File: config.mk
export PLATFORM = sky130hd
export DESIGN_NAME = cid_irq_request_status_flags
export DESIGN_NICKNAME = d
export VERILOG_FILES = /design/src/shared/cid_irq_request_pkg.sv /design/src/cid_irq_request_status_flags.sv /design/src/cid_irq_request_sync.sv
export VERILOG_INCLUDE_DIRS = /design/src /design/src/shared
export SDC_FILE = /design/constraint.sdc
export NUM_CORES = 1
export LEC_CHECK = 0
export ABC_AREA = 0
export CORE_MARGIN = 4
export CORE_UTILIZATION = 60
export CTS_CLUSTER_SIZE = 28
export DETAILED_ROUTE_END_ITERATION = 8
export DONT_BUFFER_PORTS = 1
export PLACE_DENSITY_LB_ADDON = 0.25
export SLEW_MARGIN = 5
export SYNTH_ARGS = -nofsm -noshare
export SYNTH_HDL_FRONTEND = slang
export SYNTH_SLANG_ARGS = --single-unit
File: constraint.sdc
create_clock -name i_clock -period 3.8 [get_ports i_clock]
set_clock_uncertainty 0.2 [all_clocks]
set_input_delay 0.19 -clock i_clock [delete_from_list [all_inputs] [get_ports i_clock]]
set_output_delay 0.19 -clock i_clock [all_outputs]
set_load 0.01 [all_outputs]
File: src/shared/cid_irq_request_consts.svh
// register offsets, reset values and timing counts of the caller-id status block
`ifndef CID_IRQ_REQUEST_CONSTS_SVH
`define CID_IRQ_REQUEST_CONSTS_SVH
`define CID_IRQ_REQUEST_ADDR_LINE_STATUS   8'hB1
`define CID_IRQ_REQUEST_ADDR_EVENT_FLAGS   8'hB2
`define CID_IRQ_REQUEST_ADDR_PRESENT_LIMIT 8'hBE
`define CID_IRQ_REQUEST_ADDR_ABSENT_LIMIT  8'hBF
`define CID_IRQ_REQUEST_RST_LINE_STATUS    8'h00
`define CID_IRQ_REQUEST_RST_EVENT_FLAGS    8'h00
`define CID_IRQ_REQUEST_RST_PRESENT_LIMIT  8'h0F
`define CID_IRQ_REQUEST_RST_ABSENT_LIMIT   8'h0F
`define CID_IRQ_REQUEST_BIT_RING           0
`define CID_IRQ_REQUEST_BIT_ALERT          1
`define CID_IRQ_REQUEST_BIT_BYTE_READY     2
`define CID_IRQ_REQUEST_BIT_TONE_DECODE    3
`define CID_IRQ_REQUEST_BIT_CARRIER        4
`define CID_IRQ_REQUEST_BIT_FSK_VALUE      5
`define CID_IRQ_REQUEST_BIT_FSK_CLOCK      6
`define CID_IRQ_REQUEST_FLAG_RING          0
`define CID_IRQ_REQUEST_FLAG_ALERT         1
`define CID_IRQ_REQUEST_FLAG_BYTE_READY    2
`define CID_IRQ_REQUEST_FLAG_TONE_DECODE   3
`define CID_IRQ_REQUEST_FLAG_FSK_CLOCK     4
`define CID_IRQ_REQUEST_GUARD_TICK_NS      858200
`define CID_IRQ_REQUEST_CLOCK_PERIOD_NS    50
`define CID_IRQ_REQUEST_GUARD_TICK_CYCLES  (`CID_IRQ_REQUEST_GUARD_TICK_NS / `CID_IRQ_REQUEST_CLOCK_PERIOD_NS)
`endif

File: src/shared/cid_irq_request_pkg.sv
// types of the caller-id status block
package cid_irq_request_pkg;
  typedef struct packed {
    logic fsk_bit_clock;
    logic fsk_bit_value;
    logic carrier_present;
    logic tone_decode_ready;
    logic fsk_byte_ready;
    logic raw_alert_tone_detect;
    logic ring_detected;
  } cid_irq_request_raw_t;

  typedef struct packed {
    logic [7:0] addr;
    logic [7:0] wdata;
    logic       wr;
    logic       rd;
  } cid_irq_request_bus_t;

  typedef enum logic [1:0] {
    CID_IRQ_REQUEST_IDLE    = 2'b00,
    CID_IRQ_REQUEST_QUAL_ON = 2'b01,
    CID_IRQ_REQUEST_TONE_ON = 2'b11,
    CID_IRQ_REQUEST_QUAL_OFF = 2'b10
  } cid_irq_request_guard_state_t;
endpackage

File: src/cid_irq_request_status_flags.sv
// caller-id live status, event flags and alert-tone guard timer
// How it works
// RQ1 - line status read-only, hardware driven, resets zero
// RQ2 - fsk bit clock and value shown live
// RQ3 - carrier bit follows fsk carrier detect
// RQ4 - tone decode bit follows dtmf ready
// RQ5 - byte ready bit follows assembled fsk byte
// RQ6 - alert bit shows guard-qualified tone
// RQ7 - ring bit follows ring or reversal detect
// RQ8 - fsk clock rise sets sticky event flag
// RQ9 - tone decode rise sets sticky flag
// RQ10 - byte ready rise sets sticky flag
// RQ11 - alert rise sets sticky flag
// RQ12 - ring rise sets sticky flag
// RQ13 - guard timer ticks every 0.8582 ms
// RQ14 - present limit resets to 0x0F
// RQ15 - raw tone rise starts count from zero
// RQ16 - count equal present limit accepts tone
// RQ17 - raw tone fall aborts presence count
// RQ18 - raw tone fall starts absence count
// RQ19 - count equal absent limit ends tone
// RQ20 - raw tone rise aborts absence count
// RQ21 - absent limit resets to 0x0F
// RQ22 - interrupt request is OR of flags
// RQ23 - alert bit set/cleared by qualification ends
// RQ24 - write zero clears flag, set wins
`timescale 1ns/10ps
`include "cid_irq_request_consts.svh"
module cid_irq_request_status_flags
#(
  parameter int TICK_CYCLES = `CID_IRQ_REQUEST_GUARD_TICK_CYCLES
)
(
  input  wire logic              i_clock,
  input  wire logic              i_sys_rst,
  input  wire logic              i_enable,
  input  wire cid_irq_request_pkg::cid_irq_request_raw_t i_raw,
  input  wire cid_irq_request_pkg::cid_irq_request_bus_t i_bus,
  output logic [7:0]             o_rdata,
  output logic [7:0]             o_line_status,
  output logic                   o_cid_irq_request
);
  // the tick counter is 16 bits wide and a tick needs at least two cycles
  generate
    if (TICK_CYCLES < 2 || TICK_CYCLES > 65535)
    begin : g_bad_tick
      $error("TICK_CYCLES out of range");
    end
  endgenerate

  localparam int RAW_W = $bits(cid_irq_request_pkg::cid_irq_request_raw_t);

  typedef struct packed {
    logic [7:0]                  line_status;
    logic [4:0]                  flags;
    logic [7:0]                  present_limit;
    logic [7:0]                  absent_limit;
    logic [7:0]                  guard_count;
    logic [15:0]                 tick_count;
    cid_irq_request_pkg::cid_irq_request_guard_state_t guard_state;
    logic                        raw_tone_prev;
    logic [7:0]                  rdata;
    logic                        irq;
  } cid_irq_request_state_t;

  cid_irq_request_state_t  st_reg;
  cid_irq_request_state_t  st_next;
  cid_irq_request_pkg::cid_irq_request_raw_t raw_sync;
  logic [RAW_W-1:0]    raw_vec;
  logic [5:0]          raw_direct;

  genvar gi;
  generate
    for (gi = 0; gi < RAW_W; gi++)
    begin : g_sync
      cid_irq_request_sync u_sync
      (
        .i_clock   (i_clock),
        .i_sys_rst (i_sys_rst),
        .i_enable  (i_enable),
        .i_async   (i_raw[gi]),
        .o_level   (raw_vec[gi])
      );
    end
  endgenerate

  assign raw_sync = cid_irq_request_pkg::cid_irq_request_raw_t'(raw_vec);
  assign raw_direct = {raw_vec[6:2], raw_vec[0]};

  logic [7:0] status_now;
  logic [4:0] rise;
  logic       tick;
  logic       tone_alert;

  always_comb
  begin
    st_next = st_reg;
    tick = (st_reg.tick_count == 16'(TICK_CYCLES - 1));
    tone_alert = st_reg.line_status[`CID_IRQ_REQUEST_BIT_ALERT];

    // guard-time qualification of the raw alert tone
    if (tick)
    begin
      st_next.tick_count = 16'h0000;
    end
    else
    begin
      st_next.tick_count = st_reg.tick_count + 16'h0001;  // RQ13
    end
    st_next.raw_tone_prev = raw_sync.raw_alert_tone_detect;
    case (st_reg.guard_state)
      cid_irq_request_pkg::CID_IRQ_REQUEST_IDLE:
      begin
        if (raw_sync.raw_alert_tone_detect && !st_reg.raw_tone_prev)
        begin
          st_next.guard_state = cid_irq_request_pkg::CID_IRQ_REQUEST_QUAL_ON;  // RQ15
          st_next.guard_count = 8'h00;
          st_next.tick_count = 16'h0000;
        end
      end
      cid_irq_request_pkg::CID_IRQ_REQUEST_QUAL_ON:
      begin
        if (!raw_sync.raw_alert_tone_detect)
        begin
          st_next.guard_state = cid_irq_request_pkg::CID_IRQ_REQUEST_IDLE;  // RQ17
          st_next.guard_count = 8'h00;
        end
        else if (st_reg.guard_count == st_reg.present_limit)
        begin
          st_next.guard_state = cid_irq_request_pkg::CID_IRQ_REQUEST_TONE_ON;  // RQ16
          st_next.guard_count = 8'h00;
          tone_alert = 1'b1;  // RQ23
        end
        else if (tick)
        begin
          st_next.guard_count = st_reg.guard_count + 8'h01;
        end
      end
      cid_irq_request_pkg::CID_IRQ_REQUEST_TONE_ON:
      begin
        if (!raw_sync.raw_alert_tone_detect)
        begin
          st_next.guard_state = cid_irq_request_pkg::CID_IRQ_REQUEST_QUAL_OFF;  // RQ18
          st_next.guard_count = 8'h00;
          st_next.tick_count = 16'h0000;
        end
      end
      cid_irq_request_pkg::CID_IRQ_REQUEST_QUAL_OFF:
      begin
        if (raw_sync.raw_alert_tone_detect)
        begin
          st_next.guard_state = cid_irq_request_pkg::CID_IRQ_REQUEST_TONE_ON;  // RQ20
          st_next.guard_count = 8'h00;
        end
        else if (st_reg.guard_count == st_reg.absent_limit)
        begin
          st_next.guard_state = cid_irq_request_pkg::CID_IRQ_REQUEST_IDLE;  // RQ19
          st_next.guard_count = 8'h00;
          tone_alert = 1'b0;  // RQ23
        end
        else if (tick)
        begin
          st_next.guard_count = st_reg.guard_count + 8'h01;
        end
      end
      default:
      begin
        st_next.guard_state = cid_irq_request_pkg::CID_IRQ_REQUEST_IDLE;
      end
    endcase

    // live status, driven by hardware only
    status_now = 8'h00;
    status_now[`CID_IRQ_REQUEST_BIT_FSK_CLOCK] = raw_sync.fsk_bit_clock;  // RQ2
    status_now[`CID_IRQ_REQUEST_BIT_FSK_VALUE] = raw_sync.fsk_bit_value;  // RQ2
    status_now[`CID_IRQ_REQUEST_BIT_CARRIER] = raw_sync.carrier_present;  // RQ3
    status_now[`CID_IRQ_REQUEST_BIT_TONE_DECODE] = raw_sync.tone_decode_ready;  // RQ4
    status_now[`CID_IRQ_REQUEST_BIT_BYTE_READY] = raw_sync.fsk_byte_ready;  // RQ5
    status_now[`CID_IRQ_REQUEST_BIT_ALERT] = tone_alert;  // RQ6
    status_now[`CID_IRQ_REQUEST_BIT_RING] = raw_sync.ring_detected;  // RQ7
    st_next.line_status = status_now;  // RQ1

    // rising edges of the five status bits that have event flags
    rise = 5'b00000;
    rise[`CID_IRQ_REQUEST_FLAG_FSK_CLOCK] = status_now[`CID_IRQ_REQUEST_BIT_FSK_CLOCK]
                                 & ~st_reg.line_status[`CID_IRQ_REQUEST_BIT_FSK_CLOCK];  // RQ8
    rise[`CID_IRQ_REQUEST_FLAG_TONE_DECODE] = status_now[`CID_IRQ_REQUEST_BIT_TONE_DECODE]
                                   & ~st_reg.line_status[`CID_IRQ_REQUEST_BIT_TONE_DECODE];  // RQ9
    rise[`CID_IRQ_REQUEST_FLAG_BYTE_READY] = status_now[`CID_IRQ_REQUEST_BIT_BYTE_READY]
                                  & ~st_reg.line_status[`CID_IRQ_REQUEST_BIT_BYTE_READY];  // RQ10
    rise[`CID_IRQ_REQUEST_FLAG_ALERT] = status_now[`CID_IRQ_REQUEST_BIT_ALERT]
                             & ~st_reg.line_status[`CID_IRQ_REQUEST_BIT_ALERT];  // RQ11
    rise[`CID_IRQ_REQUEST_FLAG_RING] = status_now[`CID_IRQ_REQUEST_BIT_RING]
                            & ~st_reg.line_status[`CID_IRQ_REQUEST_BIT_RING];  // RQ12

    // register writes; status register ignores writes
    if (i_bus.wr)
    begin
      if (i_bus.addr == `CID_IRQ_REQUEST_ADDR_PRESENT_LIMIT)
      begin
        st_next.present_limit = i_bus.wdata;
      end
      else if (i_bus.addr == `CID_IRQ_REQUEST_ADDR_ABSENT_LIMIT)
      begin
        st_next.absent_limit = i_bus.wdata;
      end
      else if (i_bus.addr == `CID_IRQ_REQUEST_ADDR_EVENT_FLAGS)
      begin
        st_next.flags = st_reg.flags & i_bus.wdata[4:0];  // RQ24
      end
    end
    st_next.flags = st_next.flags | rise;  // RQ24

    st_next.irq = |st_next.flags;  // RQ22

    // read data stands in the cycle after the strobe only
    st_next.rdata = 8'h00;
    if (i_bus.rd)
    begin
      if (i_bus.addr == `CID_IRQ_REQUEST_ADDR_LINE_STATUS)
      begin
        st_next.rdata = st_reg.line_status;
      end
      else if (i_bus.addr == `CID_IRQ_REQUEST_ADDR_EVENT_FLAGS)
      begin
        st_next.rdata = {3'b000, st_reg.flags};
      end
      else if (i_bus.addr == `CID_IRQ_REQUEST_ADDR_PRESENT_LIMIT)
      begin
        st_next.rdata = st_reg.present_limit;
      end
      else if (i_bus.addr == `CID_IRQ_REQUEST_ADDR_ABSENT_LIMIT)
      begin
        st_next.rdata = st_reg.absent_limit;
      end
    end
  end

  always_ff @(posedge i_clock or posedge i_sys_rst)
  begin
    if (i_sys_rst)
    begin
      st_reg <= '0;
      st_reg.line_status <= `CID_IRQ_REQUEST_RST_LINE_STATUS;  // RQ1
      st_reg.flags <= 5'(`CID_IRQ_REQUEST_RST_EVENT_FLAGS);
      st_reg.present_limit <= `CID_IRQ_REQUEST_RST_PRESENT_LIMIT;  // RQ14
      st_reg.absent_limit <= `CID_IRQ_REQUEST_RST_ABSENT_LIMIT;  // RQ21
      st_reg.guard_state <= cid_irq_request_pkg::CID_IRQ_REQUEST_IDLE;
    end
    else if (i_enable)
    begin
      st_reg <= st_next;
    end
  end

  assign o_rdata = st_reg.rdata;
  assign o_line_status = st_reg.line_status;
  assign o_cid_irq_request = st_reg.irq;
endmodule

File: src/cid_irq_request_sync.sv
// three-stage synchroniser for one asynchronous input with agreement filter
`timescale 1ns/10ps
module cid_irq_request_sync
(
  input  wire logic i_clock,
  input  wire logic i_sys_rst,
  input  wire logic i_enable,
  input  wire logic i_async,
  output logic      o_level
);
  typedef struct packed {
    logic s1;
    logic s2;
    logic s3;
    logic lvl;
  } cid_irq_request_sync_state_t;

  cid_irq_request_sync_state_t st_reg;
  cid_irq_request_sync_state_t st_next;

  always_comb
  begin
    st_next = st_reg;
    st_next.s1 = i_async;
    st_next.s2 = st_reg.s1;
    st_next.s3 = st_reg.s2;
    // a change counts only once the second and third stages agree
    if (st_reg.s2 == st_reg.s3)
    begin
      st_next.lvl = st_reg.s3;
    end
  end

  always_ff @(posedge i_clock or posedge i_sys_rst)
  begin
    if (i_sys_rst)
    begin
      st_reg <= '0;
    end
    else if (i_enable)
    begin
      st_reg <= st_next;
    end
  end

  assign o_level = st_reg.lvl;
endmodule

Word-level counts from Yosys, hierarchy flattened
Index checks and enable logic that the tools add are counted.

Reductions and logical operators: 15. Multiplexer cells: 32. Equality and inequality tests: 21. Add/subtract/negate cells: 2. Bitwise operators: 13.

Operators with widths (count): 2-to-1 mux 8 bit (13); 2-to-1 mux 26 bit (2); equality test 8 bit (second input constant) (4); one-hot mux 16 bit (2 select lines) (1); one-hot mux 8 bit (4 select lines) (1); 2-to-1 mux 21 bit (1); adder 16 x 1 -> 16 bit (second input constant) (1); equality test 16 x 15 -> 1 bit (second input constant) (1); equality test 8 bit (2); 2-to-1 mux 16 bit (1); 2-to-1 mux 5 bit (3); AND reduction 2 bit (7); adder 8 x 1 -> 8 bit (second input constant) (1); 2-to-1 mux 2 bit (4); one-hot mux 2 bit (4 select lines) (1); equality test 1 bit (7); NOT 1 bit (6); AND reduction 3 bit (2); AND 1 bit (5); AND 5 bit (1); OR 5 bit (1); AND reduction 5 bit (1); OR reduction 5 bit (1); equality test 2 bit (second input constant) (2); other kinds (10) (14).

Register bits after elaboration: 92. Input port bits: 28.

Depth between registers and ports, before layout
Gate-level depths: netlist of run 1.

Depth in word-level cells: 7. Gate-level depth with buffers: 8.

By module
Synthesis of run 1 repeated with hierarchy kept, for this count alone.

Cells, all modules: 444. Area, all modules: 4867.2 sq um.

Modules (own cells, without submodules): cid_irq_request_status_flags (instances 1, area an instance 3754.9 sq um, cells an instance 353); cid_irq_request_sync (instances 7, area an instance 158.9 sq um, cells an instance 13).

Worst setup path after synthesis of run 1
OpenSTA, ideal clock, no wires.

Kind: reg-to-reg. From: reg st_reg[12] (netlist name). To: reg st_reg[21] (netlist name). Clock period less this slack: 2.049 ns. Buffers on the path: 2. Library setup time: 0.119 ns. Path slack: 1.751 ns. Stages on the path, launching flop included: 9. Arrival time: 1.730 ns. Cell sequence: dfrtp_1 ha_1 nor4bb_1 nand4_1 o21ai_1 buf_2 and2_1 buf_2 nor2_1.

Longest elaborated chain between the ends: 4.

RTL lines: from (decl) (line cid_irq_request_status_flags.sv:66) `cid_irq_request_state_t st_reg;`; from (signal assigned) (line cid_irq_request_status_flags.sv:252) `st_reg <= st_next;`; adder 16 x 1 -> 16 bit or equality test 16 x 15 -> 1 bit (tied branches) (line cid_irq_request_status_flags.sv:108, cid_irq_request_status_flags.sv:98); 2-to-1 mux 16 bit * (line cid_irq_request_status_flags.sv:102) `if (tick)`; 2-to-1 mux 26 bit (on tied branches) (line cid_irq_request_status_flags.sv:141, cid_irq_request_status_flags.sv:114); one-hot mux 16 bit (2 select lines) * (line cid_irq_request_status_flags.sv:111) `case (st_reg.guard_state)`.

Every way passes the cells marked *; elsewhere a longest branch is shown, timed or not. The select of a mux whose other input is x is not followed. A chain may end at the register's enable or synchronous reset.

Final worst setup path of run 1
From: reg st_reg[12] (netlist name). To: reg st_reg[23] (netlist name).

Same word-level chain as after synthesis.

==> impl_metrics.ini, run 1 <==
[outcome]
status = finished, final reports clean

[synth]
number_of_register_bits_inferred_by_synthesis = 92
synth_fp_nets = 485
synth_area_leader_cell = dfrtp_1
post-synth-top-area-fraction_pct = 44.4
dominantRegCellSynth = dfrtp_1
synthTopCellsByCount = 84 x dfrtp_1, 33 x o21ai_0, 32 x nand2_1
synth.distinct_cells = 59
cell_area_after_synthesis_sq_um = 4740
synthTopCellsByArea = dfrtp_1 44%, mux2_2 5.2%, dfstp_2 4.4%
synth.yosys.seq_area_share_pct = 48.8
syn_inst = 450
syn_avg_cell_area_sq_um = 10.5
ys_warn_count = 0
number_of_synthesized_flops_with_an_enable_pin = 0
synth.most_common_cell = dfrtp_1
ys_async_sr_fraction_pct = 100

[timing]
final_max_slew_viol_count = 0
post-route-min-period_ps = 2530
max_slew.worst_pin.slew_ps = 679
timing.slew.headroom_pct = 54.4
max_freq_mhz = 395
period_share_pct = 66.6
tns_ps = 0
setup-violations-final = 0
hold_viol = 0
unrepaired_setup_endpoints_after_global_routing = no
finalHoldWorstSlack_ps = 13.4

[detailed_routing]
routed-via-count = 3344
detail_route.wirelength_um = 10000
antenna_left = 0
dr.pass1.iters = 5
via_per_inst = 6.03
routed_wire_length_per_instance_um = 18.1
detailedRoute.firstIterationViolations = 195
drt_drc_violations_left = 0

[worst_setup_path]
crit_path_start_kind = flop
worst_path_largest_cell_delay_ps = 520
crit_type = reg2reg
cp-end-kind = flop
critPathTopFamily = simple AND/OR/NAND/NOR gates
worst_ep_required_time_ps = 3850
crit_path_cell_trace = ha_1 -> nor4bb_1 -> nand4_1 -> o21ai_1 -> and2_1 -> nor2_1
worst-endpoint-arrival_ps = 2580
slowest_stage = o21ai_1
crit_fanout = 11
cp_num_buf_inv = 0

[layout]
layout-drive-gt1-share_pct = 13.2
fillers = 609
flow.area_growth_from_synthesis_pct = 7.71
design.final.nets = 483
largest_register_ff_count = 48
number_of_diodes_added_for_antenna_fixing = 0

[clock_tree]
tritoncts.num_buffers = 9
latest_clock_arrival_within_the_worst_skew_pair_ps = 360
cts.sink_count = 92
cts_htree_levels = 3
cts.repair.resized = 0
hold_buf_count_cts = 20
ctsLongestPathBuffers = 2
tritoncts = done
cts.reportedPaths.clkPinSlew_ps = 100
cts.root.buffer_cell = clkbuf_8
post-cts-setup-buffers = 0

[grt]
grt_antenna_before_repair = 0
grt_util_overall_pct = 22.2
global_route.overflow_total = 0
globalRouteMet1Util_pct = 29.8
grt.busiest_layer = met2
first_global_vias = 3369
global_route_wire_length_before_repair_um = 16800
grt_start_max_net_pins = 73
groute.layer.met2.usage_pct = 35.2
grt_util_met3_pct = 5.19

[pwr]
peakVddDrop_uv = 337
power.static_leakage_nw = 2.28
power.density_cell_area_nw_per_um2 = 479

[floorplan]
num_rows = 32
chipWidth_um = 96.8
initial_utilization_pct = 61.6
floorplan.die.height_um = 96.8
core_area_sq_um = 7690
num_io_pins = 45
dieArea_sq_um = 9380

[placed_design]
io_buffer_count = 0
dp_hpwl_um = 6870
globalplace.congestion = 0.843

[min_path]
timing.hold.worst.class = in2reg

[job]
cap_viol_max_count = 0
-- metal layers --
metal  wire, um  vias up
met5          0        -
met2       4840      105
met4        188        0
met3        639       17
met1       4380     1634
li1           -     1588
-- placed cells by master (no fill, tap or decap), types with 4 or more instances in the layout --
cell type and instances:
nand2b_1 5, o21ai_0 33, clkbuf_8 9, nor2_1 24
mux2_2 22, dfstp_2 8, a221oi_1 5, xor2_1 20
mux2_1 16, nand3_1 12, o22ai_1 11, nor3_1 4
a21oi_1 10, o21a_1 4, inv_1 23, dfrtp_1 84
and3_1 10, dlygate4sd3_1 19, mux2i_1 4, nand2_1 32
ha_1 7, xnor2_1 9, o2bb2ai_1 10, nand4_1 7
nor4_1 6
-- layout make-up --
cell class,instances,area [sq um],share of cell area [%]
inverter,24,91.3,1.79
tap,102,128,2.50
sequential,92,2310,45.3
clock buffer,9,124,2.43
clock inverter,7,80.1,1.57
multi-input combinational,298,2130,41.7
timing repair buffer,23,240,4.71
-- logic make-up after synthesis --
group | after synthesis | synth area share (%)
and+or+nand+nor | 123 | 14.3
AOI/OAI and AO/OA | 96 | 13.4
DFF | 92 | 48.8
buffers and inverters | 60 | 6.29
muxes | 42 | 9.88
xor gates and xnor gates | 29 | 5.36
adders and majority gates | 7 | 1.85
other | 1 | 0.0792
-- tightest hold or removal path: stages --
cell	delay [ps]
nor3_2	60
nand2_1	70
nand3_1	90
o2bb2ai_1	120
-- metrics by stage --
stage               power [mW]  area, sq um  util [%]  setup slack [ps]  cells
CTS                       2.46         5100      66.4              1270    555
floorplan                 1.69         4740         -              1030    450
detailed placement        1.74         4680      60.9              1290    519
finish                    2.44         5100      66.4              1270    555
global route              2.59         5100      66.4              1080    555
global placement          1.72         4680      60.9              1380    519
-- final timing paths --
check	slack [ps]	depth (start not counted)	to	start
min in group asynchronous	70	2	st_reg[19]	i_sys_rst
worst min register to register	300	2	g_sync[0].u_sync.st_next[1]	g_sync[0].u_sync.st_next[2]
max in group asynchronous	2510	3	st_reg[39]	i_sys_rst
worst max-delay path	1270	6	st_reg[23]	st_reg[12]
worst min-delay path	10	4	o_rdata[1]	i_bus[13]
worst max register to register	1270	6	st_reg[23]	st_reg[12]
-- power by group --
| group | switching (mW) | leakage [nW] | internal (mW) |
|---|---|---|---|
| Sequential | 0.156 | 1.15 | 1.11 |
| Clock | 0.371 | 0.103 | 0.315 |
| Combinational | 0.265 | 1.03 | 0.223 |
(Power assumes the default switching activity.)
==> run 2: changes to the inputs <==
--- a/config.mk
+++ b/config.mk
@@ -6,9 +6,9 @@
 export SDC_FILE = /design/constraint.sdc
 export NUM_CORES = 1
 export LEC_CHECK = 0
-export ABC_AREA = 0
+export ABC_AREA = 1
 export CORE_MARGIN = 4
-export CORE_UTILIZATION = 60
+export CORE_UTILIZATION = 57
 export CTS_CLUSTER_SIZE = 28
 export DETAILED_ROUTE_END_ITERATION = 8
 export DONT_BUFFER_PORTS = 1
==> constraint.sdc (replaced) <==
create_clock -name i_clock -period 2.3 [get_ports i_clock]
set_clock_uncertainty 0.2 [all_clocks]
set_input_delay 0.115 -clock i_clock [delete_from_list [all_inputs] [get_ports i_clock]]
set_output_delay 0.115 -clock i_clock [all_outputs]
set_load 0.01 [all_outputs]
==> run 2 against run 1 <==
Compared with the run above: via count up 22%; first-iteration DRC count grew 13%; sequential share of layout area decreased by 2.5 points; synthesized cell count grew 39%; critical path depth grew 2; critical path type is now in2reg; routed wire length up 5.8%; final cell count is 35% higher; utilization down 1.3 points; combinational power increased by 78%; sequential cell count did not move.
==> impl_metrics.ini, run 2 <==
[detailed_routing]
dr.pass1.iters = 5
routed_wire_length_per_instance_um = 14.2
detailedRoute.firstIterationViolations = 220
antenna_left = 0
drt_drc_violations_left = 0
detail_route.wirelength_um = 10600
routed-via-count = 4068
via_per_inst = 5.42

[layout]
design.final.nets = 676
number_of_diodes_added_for_antenna_fixing = 0
layout.cells.most_common_list = 187 x nand2_1, 84 x dfrtp_1, 71 x inv_1, 59 x o21ai_0, 55 x nor2_1
largest_register_ff_count = 48
layout-drive-gt1-share_pct = 8.67
mostFrequentLayoutCell = nand2_1
flow.area_growth_from_synthesis_pct = 10.2

[clock_tree]
cts.sink_count = 92
cts.reportedPaths.clkPinSlew_ps = 110
cts_htree_levels = 3
ctsLongestPathBuffers = 2
tritoncts.num_buffers = 9
post-cts-setup-buffers = 0
cts.root.buffer_cell = clkbuf_8
tritoncts = done
latest_clock_arrival_within_the_worst_skew_pair_ps = 360

[placed_design]
io_buffer_count = 0
dpl_worst_slack_ps = 245
dp_hpwl_um = 7380
globalplace.congestion = 0.865

[synth]
synth.distinct_cells = 44
number_of_synthesized_flops_with_an_enable_pin = 0
synth.most_common_cell = nand2_1
synth.yosys.seq_area_share_pct = 47.2
number_of_register_bits_inferred_by_synthesis = 92
synth_fp_nets = 662
synth_area_leader_cell = dfrtp_1
dominantRegCellSynth = dfrtp_1
synthTopCellsByCount = 187 x nand2_1, 84 x dfrtp_1, 72 x inv_1
cell_area_after_synthesis_sq_um = 4900
syn_inst = 627
synthTopCellsByArea = dfrtp_1 43%, nand2_1 14%, o21ai_0 6.1%
ys_warn_count = 0
post-synth-top-area-fraction_pct = 42.9
ys_async_sr_fraction_pct = 100
syn_avg_cell_area_sq_um = 7.81

[worst_setup_path]
crit_type = in2reg
r2r_cells = 11
crit_fanout = 4
worst_ep_required_time_ps = 2360
cp-end-kind = flop
crit_path_start_kind = input port
worst-endpoint-arrival_ps = 2180

[timing]
post-route-min-period_ps = 2120
setup-violations-final = 0
period_share_pct = 92.2
max_freq_mhz = 472
smallest_setup_slack_after_layout_ps = 180
unrepaired_setup_endpoints_after_global_routing = no
final_max_slew_viol_count = 0
hold_viol = 0
tns_ps = 0

[grt]
global_route.overflow_total = 0
global_route_wire_length_before_repair_um = 18200
grt_antenna_before_repair = 0
grt_util_overall_pct = 22.4
first_global_vias = 3948
grt_start_max_net_pins = 53

[floorplan]
floorplan.die.height_um = 101
chipWidth_um = 101
num_io_pins = 45
initial_utilization_pct = 59.0
dieArea_sq_um = 10100
core_area_sq_um = 8300
num_rows = 33

[job]
cap_viol_max_count = 0

[pwr]
power.static_leakage_nw = 2.57
peakVddDrop_uv = 398
power.density_cell_area_nw_per_um2 = 724

[outcome]
status = finished, final reports clean

[min_path]
timing.hold.worst_path_depth = 3
timing.hold.worst.class = in2reg
-- run 2: cell families (layout without fill, tap and decap cells) --
logic type / after synthesis / after routing / share of synthesized area (%)
compound gates: 94 / 94 / 10.7
xor+xnor: 16 / 16 / 2.86
fa+ha+maj: 7 / 7 / 1.79
simple gates: 308 / 308 / 27.3
buf+inv: 109 / 128 / 10.0
flops: 92 / 92 / 47.2
other cells: 1 / 1 / 0.0766
-- run 2: final cells by class --
type	count	area (sq um)
Tap cell	105	131
Sequential cell	92	2310
Timing Repair Buffer	33	348
Clock inverter	6	58.8
Clock buffer	10	138
Inverter	79	308
Fill cell	670	2900
Multi-Input combinational cell	426	2100
-- run 2: final timing paths --
| check | start | to | slack [ps] |
|---|---|---|---|
| min in group asynchronous | i_sys_rst | o_rdata[6] | 120 |
| hold reg to reg | g_sync[0].u_sync.st_next[2] | g_sync[0].u_sync.st_next[2] | 280 |
| setup reg to reg | st_reg[10] | st_reg[23] | 240 |
| max in group asynchronous | i_sys_rst | st_reg[29] | 1250 |
| hold / removal | i_bus[10] | o_rdata[1] | 70 |
| setup / recovery | i_bus[10] | st_reg[56] | 180 |
-- run 2: routing by layer --
layer | GRT usage (%) | vias to the layer above | share of wire (%)
met4 | 9.12 | 0 | 2.4
met5 | 0 | - | 0
met2 | 36.3 | 132 | 48
met1 | 30.1 | 1901 | 44
li1 | - | 2009 | -
met3 | 3.60 | 26 | 5.7
-- run 2: per-stage QoR --
| step | util, % | total power, mW | instances | hold WS (ps) | area (sq um) |
|---|---|---|---|---|---|
| floorplan | - | 2.64 | 627 | 28.0 | 4900 |
| global placement | 58.7 | 2.75 | 704 | -308 | 4870 |
| detailed placement | 58.7 | 2.80 | 704 | -309 | 4870 |
| CTS | 64.8 | 3.91 | 750 | 28.4 | 5380 |
| global route | 65.0 | 4.14 | 751 | 99.3 | 5400 |
| finish | 65.0 | 3.91 | 751 | 72.3 | 5400 |
-- run 2: report_power, final --
group          internal, mW  switching [mW]  total [mW]
Sequential             1.80           0.191        1.99
Clock                 0.441           0.611        1.05
Combinational         0.313           0.556       0.869
-- run 2: worst max-delay path, stage by stage --
cell,delay [ps]
dlygate4sd3_1,610
nor2_1,190
nand2_1,80
nor2_1,260
a31oi_1,160
dlygate4sd3_1,590
o22ai_1,120
inv_1,50
-- run 2: timing repair --
item / in CTS / in global routing
hold buffers: 30 / 1
setup endpoints to repair: 0 / 2
resized for setup: 0 / 3
hold endpoints to repair: 169 / 1
==> run 3: changes to the inputs <==
--- a/config.mk
+++ b/config.mk
@@ -8,7 +8,7 @@
 export LEC_CHECK = 0
 export ABC_AREA = 1
 export CORE_MARGIN = 4
-export CORE_UTILIZATION = 57
+export CORE_UTILIZATION = 60
 export CTS_CLUSTER_SIZE = 28
 export DETAILED_ROUTE_END_ITERATION = 8
 export DONT_BUFFER_PORTS = 1
==> constraint.sdc (replaced) <==
create_clock -name i_clock -period 2.2 [get_ports i_clock]
set_clock_uncertainty 0.2 [all_clocks]
set_input_delay 0.11 -clock i_clock [delete_from_list [all_inputs] [get_ports i_clock]]
set_output_delay 0.11 -clock i_clock [all_outputs]
set_load 0.01 [all_outputs]
==> run 3 against run 2 <==
Compared with the run above: routed wire length shrank 1.8%; hold slack lost 39 ps; non-clock buffer count shrank 7; setup slack gained 32 ps; sequential cell count is the same; cell area shrank 1.3%; critical path depth grew 1; critical path type is now reg2reg; register-to-register slack lost 30 ps; power grew 4.8%; utilization grew 2.8 points; largest power group unchanged; clock-buffer cell count shrank 1; sequential share of layout area grew 0.58 points.
==> impl_metrics.ini, run 3 (same netlist as run 2, synthesis figures left out) <==
[floorplan]
num_rows = 32
dieArea_sq_um = 9670
floorplan.die.height_um = 98.3
core_area_sq_um = 7850
chipWidth_um = 98.3
initial_utilization_pct = 62.4
num_io_pins = 45

[detailed_routing]
via_per_inst = 5.41
dr.pass1.iters = 5
routed_wire_length_per_instance_um = 14.1
drt_drc_violations_left = 0
antenna_left = 0
detail_route.wirelength_um = 10400
detailedRoute.firstIterationViolations = 242
routed-via-count = 4011

[timing]
hold_viol = 0
post-route-min-period_ps = 1990
tns_ps = 0
max_freq_mhz = 503
setup-violations-final = 0
final_max_slew_viol_count = 0
smallest_setup_slack_after_layout_ps = 213
unrepaired_setup_endpoints_after_global_routing = no
period_share_pct = 90.3

[min_path]
timing.hold.worst.class = in2reg
timing.hold.worst_path_depth = 4
holdPathEnd = o_rdata[3]
worst_min_delay_path_startpoint = i_bus[13]

[placed_design]
dp_hpwl_um = 7290
io_buffer_count = 0
dpl_worst_slack_ps = 258
globalplace.congestion = 0.885

[clock_tree]
tritoncts = done
ctsLongestPathBuffers = 2
cts.reportedPaths.clkPinSlew_ps = 110
cts.root.buffer_cell = clkbuf_8
cts.repair.resized = 0
post-cts-setup-buffers = 0
tritoncts.num_buffers = 9
cts.sink_count = 92
hold_buf_count_cts = 24
latest_clock_arrival_within_the_worst_skew_pair_ps = 370
cts_htree_levels = 3

[worst_setup_path]
worst-r2r-setup-slack_ps = 210
r2r_cells = 9
crit_type = reg2reg
cp-end-kind = flop
worst_ep_required_time_ps = 2260
crit_path_start_kind = flop
worst_setup_path_startpoint = st_reg[12]
crit_fanout = 4
reg2reg_from = st_reg[12]
r2r-end = st_reg[24]
worst-endpoint-arrival_ps = 2040

[grt]
grt_util_overall_pct = 23.1
first_global_vias = 3898
global_route.overflow_total = 0
grt_antenna_before_repair = 0
global_route_wire_length_before_repair_um = 18400
grt_start_max_net_pins = 93

[pwr]
peakVddDrop_uv = 559
power.density_cell_area_nw_per_um2 = 769
power.static_leakage_nw = 2.56

[layout]
fillers = 642
layout.cells.most_common_list = 187 x nand2_1, 84 x dfrtp_1, 71 x inv_1, 60 x o21ai_0, 56 x nor2_1
flow.area_growth_from_synthesis_pct = 8.74
largest_register_ff_count = 48
layout-drive-gt1-share_pct = 8.45
design.final.nets = 669
mostFrequentLayoutCell = nand2_1
number_of_diodes_added_for_antenna_fixing = 0

[outcome]
status = finished, final reports clean

[job]
cap_viol_max_count = 0
-- run 3: critical path: stages (launching register included) --
cell and delay, ps:
dfrtp_1 420, ha_1 240, nand2_1 60, inv_1 60, nand4_1 90, nor2_1 190, nand4_1 150, nor2_1 220
and3_1 200, nor3_2 40
-- run 3: final cells by class --
cell class / instances / area, sq um / area share, %
clock buffers: 9 / 124 / 2.33
repair buffers: 26 / 278 / 5.22
well taps: 102 / 128 / 2.40
multi-input cells: 426 / 2090 / 39.3
clock inverters: 7 / 81.3 / 1.53
inverters: 79 / 308 / 5.78
flip-flops and latches: 92 / 2310 / 43.4
-- run 3: worst max-delay path by stage --
stage                      end  slack [ps]  cells after the start
global route        st_reg[24]          10                      9
CTS                 st_reg[24]         230                      9
floorplan           st_reg[24]         460                      9
global placement    st_reg[21]         340                     10
finish              st_reg[24]         210                      9
detailed placement  st_reg[24]         260                      9
-- run 3: routing by layer --
metal	part of all wire [%]	track usage, %
met1	45	31.9
met2	49	37.3
met3	4.4	3.57
met4	2.0	8.19
met5	0	0
-- run 3: metrics by stage --
stage	cells	total power [mW]	instance area [sq um]	hold WS (ps)	util, %
after floorplan	627	2.76	4900	23.0	-
after global placement	701	2.88	4870	-39.5	62.1
after detailed placement	701	2.92	4870	-38.0	62.1
after CTS	741	4.12	5330	14.2	67.9
after global routing	741	4.37	5330	41.2	67.9
final	741	4.10	5330	33.5	67.9
-- run 3: where the power goes --
part / total (mW) / switching (mW) / internal, mW
logic: 0.873 / 0.554 / 0.319
clock network: 1.14 / 0.689 / 0.454
registers: 2.08 / 0.202 / 1.88
total: 4.10 / 1.45 / 2.65
